$ cat src/core/pmc_pkg.sv
// Constants, types and carriers shared by the power-mode controller files.
// Assumes one 10 MHz clock and an active-low asynchronous reset.
package pmc_pkg;
  // Register byte offsets on the bus
  localparam logic [3:0] PMC_CTRL_OFS = 4'h0;
  localparam logic [3:0] PMC_STAT_OFS = 4'h4;
  // Control register fields
  localparam int PMC_CTRL_SLOW_BIT = 0;
  localparam int PMC_CTRL_SEL_LSB = 1;
  localparam int PMC_CTRL_TBIE_BIT = 3;
  // Status register fields
  localparam int PMC_STAT_MODE_LSB = 0;
  localparam int PMC_STAT_MASK_LSB = 4;
  localparam int PMC_STAT_BUSY_BIT = 6;
  // Reset and forced values of the mask bits, and reset value of the divider selector
  localparam logic [1:0] PMC_MASK_RST = 2'h3;
  localparam logic [1:0] PMC_MASK_WAKE = 2'h2;
  localparam logic [1:0] PMC_SEL_RST = 2'h0;
  // Master clock divide ratio from the oscillator
  localparam int PMC_MST_DIV = 2;
  // Stabilisation delays in master clock cycles
  localparam logic [12:0] PMC_STAB_SHORT = 13'h0100;
  localparam logic [12:0] PMC_STAB_LONG = 13'h1000;

  // Documented power mode as seen by software
  typedef enum logic [2:0] {
    PMC_M_RUN, PMC_M_SLOW, PMC_M_WAIT, PMC_M_SLOW_WAIT, PMC_M_ACT_HALT, PMC_M_HALT
  } pmc_mode_type;

  // Classic Wishbone request from the master
  typedef struct packed {
    logic cyc;
    logic stb;
    logic we;
    logic [3:0] adr;
    logic [3:0] sel;
    logic [31:0] dat;
  } pmc_wb_req_type;

  // Requests and events from the processor core
  typedef struct packed {
    logic wait_for_interrupt_instr;
    logic halt;
    logic irq;
    logic tb_irq;
    logic wake_rst;
    logic cc_wr;
    logic [1:0] cc_wdata;
    logic cc_pop;
    logic [1:0] irq_level;
  } pmc_cpu_req_type;

  // Clock enables handed to the chip
  typedef struct packed {
    logic cpu_en;
    logic per_en;
    logic tb_en;
    logic osc_on;
  } pmc_clk_type;
endpackage

$ cat src/core/pmc_power_ctrl.sv
// Power-mode controller: mode sequencing, clock gating, mask forcing.
// Assumes the core gives one-cycle wfi/halt pulses and level interrupts.
//
// The address map and register access over Wishbone were decided locally.
`timescale 1ns/1ns
`default_nettype none
module pmc_power_ctrl (
  input wire logic i_mclk,
  input wire logic i_rst_b,
  input wire pmc_pkg::pmc_wb_req_type i_wb,
  input wire pmc_pkg::pmc_cpu_req_type i_cpu,
  input wire logic i_wdg_active,
  input wire logic i_wdg_halt_option,
  input wire logic i_stab_long,
  output logic o_wb_ack,
  output logic [31:0] o_wb_dat,
  output pmc_pkg::pmc_clk_type o_clk,
  output pmc_pkg::pmc_mode_type o_mode,
  output logic [1:0] o_cc_mask,
  output logic o_wake_irq,
  output logic o_rst_fetch,
  output logic o_wdg_rst,
  output logic o_wdg_hold
);
  import pmc_pkg::*;

  // Sequencer states
  typedef enum logic [2:0] {
    ST_RUN, ST_WAIT, ST_AHALT, ST_HALT, ST_STAB
  } pmc_state_type;

  pmc_state_type state_r; // Current state
  pmc_state_type state_nxt; // Next state
  logic slow_mode_enable_r; // Slow mode on
  logic [1:0] slow_divider_select_r; // Slow ratio selector
  logic timebase_int_enable_r; // Timebase interrupt enable
  logic [1:0] cc_stack_r; // Mask bits saved on wake service
  logic [12:0] stab_cnt_r; // Stabilisation counter
  logic stab_by_rst_r; // Stabilisation ends in reset fetch
  logic [12:0] stab_lim; // Selected stabilisation length
  logic stab_done; // Last stabilisation cycle
  logic mst_en; // Master clock enable
  logic div_slow_en; // Slow clock enable
  logic wb_req; // New bus request
  logic wdg_trip; // Halt request that ends in watchdog reset
  logic enter_low; // Entry to wait or either halt
  logic wake_irq_nxt; // Interrupt resume this cycle
  logic rst_fetch_nxt; // Reset resume this cycle
  pmc_mode_type mode_nxt; // Software-visible mode

  // Clock enable divider
  pmc_clk_div #(
    .MST_DIV(PMC_MST_DIV)
  ) u_div (
    .i_mclk(i_mclk),
    .i_rst_b(i_rst_b),
    .i_sel(slow_divider_select_r),
    .o_mst_en(mst_en),
    .o_slow_en(div_slow_en)
  );

  assign wb_req = i_wb.cyc && i_wb.stb && !o_wb_ack;
  assign stab_lim = i_stab_long ? PMC_STAB_LONG : PMC_STAB_SHORT;
  assign stab_done = mst_en && (stab_cnt_r == stab_lim - 13'h1);
  // Halt with watchdog running and option set resets, unless timebase on
  assign wdg_trip = i_cpu.halt && i_wdg_active && i_wdg_halt_option
                    && !timebase_int_enable_r;

  // Next state and resume pulses
  always_comb begin
    state_nxt = state_r;
    wake_irq_nxt = 1'b0;
    rst_fetch_nxt = 1'b0;
    enter_low = 1'b0;
    case (state_r)
      ST_RUN: begin
        if (i_cpu.wake_rst) begin
          rst_fetch_nxt = 1'b1;
        end else if (i_cpu.wait_for_interrupt_instr) begin
          state_nxt = ST_WAIT;
          enter_low = 1'b1;
        end else if (i_cpu.halt && !wdg_trip) begin
          // Timebase enable picks the halt flavour
          state_nxt = timebase_int_enable_r ? ST_AHALT : ST_HALT;
          enter_low = 1'b1;
        end
      end
      ST_WAIT: begin
        // Any interrupt or reset ends wait
        if (i_cpu.wake_rst) begin
          state_nxt = ST_RUN;
          rst_fetch_nxt = 1'b1;
        end else if (i_cpu.irq || i_cpu.tb_irq) begin
          state_nxt = ST_RUN;
          wake_irq_nxt = 1'b1;
        end
      end
      ST_AHALT: begin
        // Reset needs the oscillator delay, interrupts do not
        if (i_cpu.wake_rst) begin
          state_nxt = ST_STAB;
        end else if (i_cpu.irq || i_cpu.tb_irq) begin
          state_nxt = ST_RUN;
          wake_irq_nxt = 1'b1;
        end
      end
      ST_HALT: begin
        // The timebase source is not heard here; only interrupt and reset wake
        if (i_cpu.wake_rst || i_cpu.irq) begin
          state_nxt = ST_STAB;
        end
      end
      ST_STAB: begin
        if (stab_done) begin
          state_nxt = ST_RUN;
          wake_irq_nxt = !stab_by_rst_r;
          rst_fetch_nxt = stab_by_rst_r;
        end
      end
      default: begin
        state_nxt = ST_RUN;
      end
    endcase
  end

  // State register, reset lands in RUN
  always_ff @(posedge i_mclk or negedge i_rst_b) begin
    if (!i_rst_b) begin
      state_r <= ST_RUN;
    end else begin
      state_r <= state_nxt;
    end
  end

  // Stabilisation counter and its exit kind
  always_ff @(posedge i_mclk or negedge i_rst_b) begin
    if (!i_rst_b) begin
      stab_cnt_r <= 13'h0;
      stab_by_rst_r <= 1'b0;
    end else if (state_r != ST_STAB) begin
      stab_cnt_r <= 13'h0;
      stab_by_rst_r <= i_cpu.wake_rst;
    end else if (mst_en) begin
      stab_cnt_r <= stab_cnt_r + 13'h1;
    end
  end

  // Resume and watchdog pulses
  always_ff @(posedge i_mclk or negedge i_rst_b) begin
    if (!i_rst_b) begin
      o_wake_irq <= 1'b0;
      o_rst_fetch <= 1'b0;
      o_wdg_rst <= 1'b0;
      o_wdg_hold <= 1'b0;
    end else begin
      o_wake_irq <= wake_irq_nxt;
      o_rst_fetch <= rst_fetch_nxt;
      o_wdg_rst <= (state_r == ST_RUN) && !i_cpu.wake_rst && !i_cpu.wait_for_interrupt_instr
                   && wdg_trip;
      // Watchdog reset held off while in active-halt
      o_wdg_hold <= (state_nxt == ST_AHALT);
    end
  end

  // Mask bits: forced on entry, pushed and loaded on interrupt wake, popped later
  always_ff @(posedge i_mclk or negedge i_rst_b) begin
    if (!i_rst_b) begin
      o_cc_mask <= PMC_MASK_RST;
      cc_stack_r <= PMC_MASK_RST;
    end else if (enter_low) begin
      o_cc_mask <= PMC_MASK_WAKE;
    end else if (wake_irq_nxt) begin
      cc_stack_r <= o_cc_mask;
      o_cc_mask <= i_cpu.irq_level;
    end else if (i_cpu.cc_pop) begin
      o_cc_mask <= cc_stack_r;
    end else if (i_cpu.cc_wr) begin
      o_cc_mask <= i_cpu.cc_wdata;
    end
  end

  // Clock enables per state
  always_ff @(posedge i_mclk or negedge i_rst_b) begin
    if (!i_rst_b) begin
      o_clk <= '0;
    end else begin
      o_clk.osc_on <= (state_r != ST_HALT);
      o_clk.tb_en <= mst_en && (state_r != ST_HALT) && (state_r != ST_STAB);
      o_clk.cpu_en <= (state_r == ST_RUN)
                      && (slow_mode_enable_r ? div_slow_en : mst_en);
      o_clk.per_en <= ((state_r == ST_RUN) || (state_r == ST_WAIT))
                      && (slow_mode_enable_r ? div_slow_en : mst_en);
    end
  end

  // Software-visible mode
  always_comb begin
    case (state_r)
      ST_RUN: mode_nxt = slow_mode_enable_r ? PMC_M_SLOW : PMC_M_RUN;
      ST_WAIT: mode_nxt = slow_mode_enable_r ? PMC_M_SLOW_WAIT : PMC_M_WAIT;
      ST_AHALT: mode_nxt = PMC_M_ACT_HALT;
      ST_HALT: mode_nxt = PMC_M_HALT;
      default: mode_nxt = PMC_M_HALT;
    endcase
  end

  // Mode register
  always_ff @(posedge i_mclk or negedge i_rst_b) begin
    if (!i_rst_b) begin
      o_mode <= PMC_M_RUN;
    end else begin
      o_mode <= mode_nxt;
    end
  end

  // Control register writes through byte lane 0
  always_ff @(posedge i_mclk or negedge i_rst_b) begin
    if (!i_rst_b) begin
      slow_mode_enable_r <= 1'b0;
      slow_divider_select_r <= PMC_SEL_RST;
      timebase_int_enable_r <= 1'b0;
    end else if (wb_req && i_wb.we && i_wb.sel[0] && (i_wb.adr == PMC_CTRL_OFS)) begin
      slow_mode_enable_r <= i_wb.dat[PMC_CTRL_SLOW_BIT];
      slow_divider_select_r <= i_wb.dat[PMC_CTRL_SEL_LSB +: 2];
      timebase_int_enable_r <= i_wb.dat[PMC_CTRL_TBIE_BIT];
    end
  end

  // Bus answer one cycle after the request; unmapped reads give zero
  always_ff @(posedge i_mclk or negedge i_rst_b) begin
    if (!i_rst_b) begin
      o_wb_ack <= 1'b0;
      o_wb_dat <= 32'h0;
    end else begin
      o_wb_ack <= wb_req;
      o_wb_dat <= 32'h0;
      if (wb_req && !i_wb.we) begin
        if (i_wb.adr == PMC_CTRL_OFS) begin
          o_wb_dat[PMC_CTRL_SLOW_BIT] <= slow_mode_enable_r;
          o_wb_dat[PMC_CTRL_SEL_LSB +: 2] <= slow_divider_select_r;
          o_wb_dat[PMC_CTRL_TBIE_BIT] <= timebase_int_enable_r;
        end else if (i_wb.adr == PMC_STAT_OFS) begin
          o_wb_dat[PMC_STAT_MODE_LSB +: 3] <= mode_nxt;
          o_wb_dat[PMC_STAT_MASK_LSB +: 2] <= o_cc_mask;
          o_wb_dat[PMC_STAT_BUSY_BIT] <= (state_r == ST_STAB);
        end
      end
    end
  end
endmodule // pmc_power_ctrl
`default_nettype wire

$ cat src/core/pmc_clk_div.sv
// Master clock and slow clock enable divider.
// Assumes the oscillator clock and a reset of the same domain.
`timescale 1ns/1ns
`default_nettype none
module pmc_clk_div #(
  parameter int MST_DIV = pmc_pkg::PMC_MST_DIV
) (
  input wire logic i_mclk,
  input wire logic i_rst_b,
  input wire logic [1:0] i_sel,
  output logic o_mst_en,
  output logic o_slow_en
);
  import pmc_pkg::*;

  logic [3:0] mst_cnt_r; // Oscillator cycles within a master cycle
  logic [3:0] slow_cnt_r; // Master pulses within a slow cycle
  logic [3:0] slow_lim; // Last master pulse of a slow cycle
  logic mst_hit;

  assign mst_hit = (mst_cnt_r == 4'(MST_DIV - 1));
  // Ratio 2, 4, 8 or 16 from the two-bit selector
  assign slow_lim = 4'((5'h2 << i_sel) - 5'h1);

  // Master cycle counter
  always_ff @(posedge i_mclk or negedge i_rst_b) begin
    if (!i_rst_b) begin
      mst_cnt_r <= 4'h0;
      o_mst_en <= 1'b0;
    end else begin
      mst_cnt_r <= mst_hit ? 4'h0 : mst_cnt_r + 4'h1;
      o_mst_en <= mst_hit;
    end
  end

  // Slow cycle counter, stepped by master pulses
  always_ff @(posedge i_mclk or negedge i_rst_b) begin
    if (!i_rst_b) begin
      slow_cnt_r <= 4'h0;
      o_slow_en <= 1'b0;
    end else begin
      o_slow_en <= 1'b0;
      if (mst_hit) begin
        // Selector change applies to the cycle in progress; a count at or past a lower limit wraps at once
        if (slow_cnt_r >= slow_lim) begin
          slow_cnt_r <= 4'h0;
          o_slow_en <= 1'b1;
        end else begin
          slow_cnt_r <= slow_cnt_r + 4'h1;
        end
      end
    end
  end
endmodule // pmc_clk_div
`default_nettype wire

$ cat config.mk
export PLATFORM = sky130hd
export DESIGN_NAME = pmc_power_ctrl
export DESIGN_NICKNAME = d
export VERILOG_FILES = /design/src/core/pmc_pkg.sv /design/src/core/pmc_power_ctrl.sv /design/src/core/pmc_clk_div.sv
export SDC_FILE = /design/constraint.sdc
export NUM_CORES = 1
export LEC_CHECK = 0
export ABC_CLOCK_PERIOD_IN_PS = 2700
export BUFFER_PORTS_ARGS = -buffer_cell sky130_fd_sc_hd__buf_2
export CAP_MARGIN = 20
export CORE_MARGIN = 5
export CORE_UTILIZATION = 53
export DETAILED_ROUTE_END_ITERATION = 8
export GPL_TIMING_DRIVEN = 0
export PLACE_DENSITY = 0.95
export SETUP_SLACK_MARGIN = 0.4
export SYNTH_ARGS = -nofsm -noshare
export SYNTH_HDL_FRONTEND = slang
export SYNTH_SLANG_ARGS = --single-unit
$ cat constraint.sdc
create_clock -name i_mclk -period 2.7 [get_ports i_mclk]
set_clock_uncertainty 0.15 [all_clocks]
set_input_delay 0.405 -clock i_mclk [delete_from_list [all_inputs] [get_ports i_mclk]]
set_output_delay 0.405 -clock i_mclk [all_outputs]
set_load 0.01 [all_outputs]
==> flow_summary.json <==
{
  "synth_area_per_cell_um2": 10.7,
  "die_h_um": 81.6,
  "ant_nets": 0,
  "synthDistinctLibCells": 51,
  "period_share_pct": 72.5,
  "drv_cap": 0,
  "finalNonFillerCells": 405,
  "timing.slew.headroom_pct": 51.7,
  "p_seq_share_pct": 47.4,
  "r2r_setup_slack_ps": 740,
  "gp_congestion": 0.854,
  "design.core.area_um2": 5040,
  "cp.required_ps": 2800,
  "grt_pass1_vias": 1899,
  "grt_pass1_wl_mm": 8.66,
  "multi_input_area_um2": 1170,
  "cp-start-kind": "register",
  "dieArea_um2": 6660,
  "p_total_mw": 2.15,
  "synth_seq_cells": 54,
  "critPathMaxFanout": 6,
  "synthTopCellsByArea": "dfrtp_1, buf_4, dfstp_2, nor2_1, nand2_1",
  "finalSetupTns_ps": 0,
  "io_pins": 105,
  "cts_resized": 0,
  "synth_cells": 254,
  "drive_gt1_share_pct": 32.5,
  "max-vdd-ir-drop_v": 0.000378,
  "start_util_pct": 53.9,
  "cts_buffer_depth": 2,
  "wl_per_cell_um": 13.5,
  "pwr-share-comb_pct": 27.4,
  "holdCritStartpoint": "i_cpu[10]",
  "die_width_um": 81.6,
  "drcViolationCount": 0,
  "worst_slew_pin_slew_ps": 722,
  "path_class": "reg -> reg",
  "hold_viol": 0,
  "rows": 26,
  "ctsHoldBuffers": 1,
  "drtIter0Drc": 187,
  "root_buffer": "clkbuf_8",
  "grt_overflow": 0,
  "area_growth_pct": 20.4,
  "ys_seq_area_share_pct": 49.9,
  "cts.sinks": 54,
  "cts_max_level": 2,
  "drtPass1Iterations": 5,
  "internal_power_mw": 1.50,
  "synth_ff_type": "dfrtp_1",
  "max_freq_ghz": 0.511,
  "clkPwrFrac_pct": 25.2,
  "synth_edf_count": 0,
  "min_path_type": "in -> reg",
  "end_kind": "register",
  "portBuffers": 47,
  "antenna_found_initial": 0,
  "report.final.setup_viol": 0,
  "dp_cells": 396,
  "r2r_cells": 4,
  "nFillCells": 374,
  "holdWs_ps": 106,
  "avgViaCountPerCell": 5.00,
  "clkLatencyLatePin_ps": 310,
  "power.density_nw_per_um2": 658,
  "leakagePower_nw": 1.65,
  "nets": 398,
  "diodes": 0,
  "drt-total-wl_mm": 5.47,
  "rsz0062_at_grt": "no",
  "synth_top_area_share_pct": 46.1,
  "fin_crit_ps": 1960,
  "cts_tree": "yes",
  "whs_path_depth": 2,
  "run_status": "complete, no violations",
  "slew_violations": 0,
  "p_sw_share_pct": 30.4,
  "synth_top_area_cell": "dfrtp_1",
  "whs_endpoint": "o_wdg_rst",
  "utilization_pct": 64.8,
  "vias": 2023,
  "cts_buffers": 5,
  "worstPathArrival_ps": 2060,
  "switchingPower_mw": 0.654,
  "grt_max_degree": 31,
  "synthesis.area_um2": 2720,
  "r2r_start": "stab_cnt_r[8]",
  "hpwl_mm": 4.04,
  "postCtsSetupBuffers": 0,
  "area.sequential_um2": 1360,
  "yosys_warnings": 0,
  "grt_usage_pct": 16.8,
  "r2r_end": "cc_stack_r[0]",
  "clk_pin_slew_ps": 100,
  "async_flop_share_pct": 100
}
routing by layer:
metal / global-route usage (%) / share of wire [%]
met1: 21.6 / 43
met2: 27.9 / 49
met3: 3.18 / 6.3
met4: 6.98 / 2.1
met5: 0 / 0
flip-flops by register name, summed over array words and instances, names as in the netlist, 2 cells and up:
register / flops
u_div.mst_cnt_r: 4
o_wb_dat: 7
o_clk: 4
state_r: 3
slow_divider_select_r: 2
stab_cnt_r: 13
o_mode: 3
cc_stack_r: 2
u_div.slow_cnt_r: 4
o_cc_mask: 2
critical path, cell delays in order, from the launching register on:
cell	delay [ps]
dfrtp_1	450
or4_4	550
o2bb2ai_4	190
a41oi_4	210
mux2_4	340
synth_stat cells (all sizes together) (3+ instances only):
master  number
dfrtp       50
buf         30
nor2        22
nand2       19
inv         12
a21oi        9
mux2         9
o21ai        9
xnor2        8
and3         6
nand4        6
xor2         6
ha           5
mux2i        5
nand2b       5
nor3         5
or3          5
dfstp        4
nor2b        4
nor4         4
a21o         3
clkbuf       3
or2          3
stage by stage:
stage                     setup WS [ps]  instance area, um^2
after global placement              586                 3130
after detailed placement            566                 3150
after floorplan                     747                 2810
after global routing                612                 3270
after CTS                           742                 3270
final                               743                 3270
how the worst max path moves through the flow:
| stage | start | end | cells after the start |
|---|---|---|---|
| after global routing | u_div.o_mst_en | cc_stack_r[0] | 5 |
| after global placement | i_wb[37] | timebase_int_enable_r | 5 |
| after floorplan | i_wb[37] | slow_divider_select_r[0] | 4 |
| after CTS | u_div.o_mst_en | cc_stack_r[0] | 5 |
| final | stab_cnt_r[8] | cc_stack_r[0] | 4 |
| after detailed placement | i_wb[37] | slow_divider_select_r[0] | 5 |
power groups by stage:
| stage | sequential [mW] | combinational [mW] | clock (mW) |
|---|---|---|---|
| global route | 1.03 | 0.656 | 0.574 |
| finish | 1.02 | 0.590 | 0.541 |
| detailed placement | 1.03 | 0.578 | 0 |
| CTS | 1.02 | 0.587 | 0.547 |
| floorplan | 1.05 | 0.370 | 0 |
| global placement | 1.03 | 0.553 | 0 |
logic make-up (layout without fill, tap and decap cells):
| family | after synthesis | in the layout | share of synthesized area [%] |
|---|---|---|---|
| other | 1 | 25 | 0.138 |
| AO/OA/AOI/OAI | 31 | 31 | 8.48 |
| buffers and inverters | 45 | 102 | 10.1 |
| multiplexers | 14 | 14 | 5.99 |
| AND/OR/NAND/NOR | 90 | 90 | 18.5 |
| adder cells (fa/ha/maj) | 5 | 5 | 2.30 |
| flip-flops | 54 | 54 | 49.9 |
| XOR/XNOR | 14 | 14 | 4.51 |
cell type report:
class / count / area share, %
multi-input combinational: 179 / 35.9
clock buffer: 6 / 2.22
clock inverter: 2 / 1.15
inverter: 12 / 1.38
buffer: 33 / 7.04
sequential: 54 / 41.5
timing repair buffer: 49 / 8.11
tap: 70 / 2.68
cells in the final DEF (no fill, tap or decap), drive strengths merged, types with 2 or more instances in the layout:
cell,netlist,layout
nor3,5,5
mux2i,5,5
dfrtp,50,50
nor2,22,22
nor4,4,4
nand3,2,2
xnor2,8,8
o22ai,2,2
mux2,9,9
nand2b,5,5
nand2,19,19
nor2b,4,4
and4,2,2
nand4,6,6
inv,12,12
ha,5,5
a21oi,9,9
clkbuf,3,9
or3,5,5
conb,1,25
dfstp,4,4
and3,6,6
a21o,3,3
o21ai,9,9
or2,3,3
xor2,6,6
nor4b,2,2
buf,30,78
No activity file was read; power rests on OpenSTA's default activity.
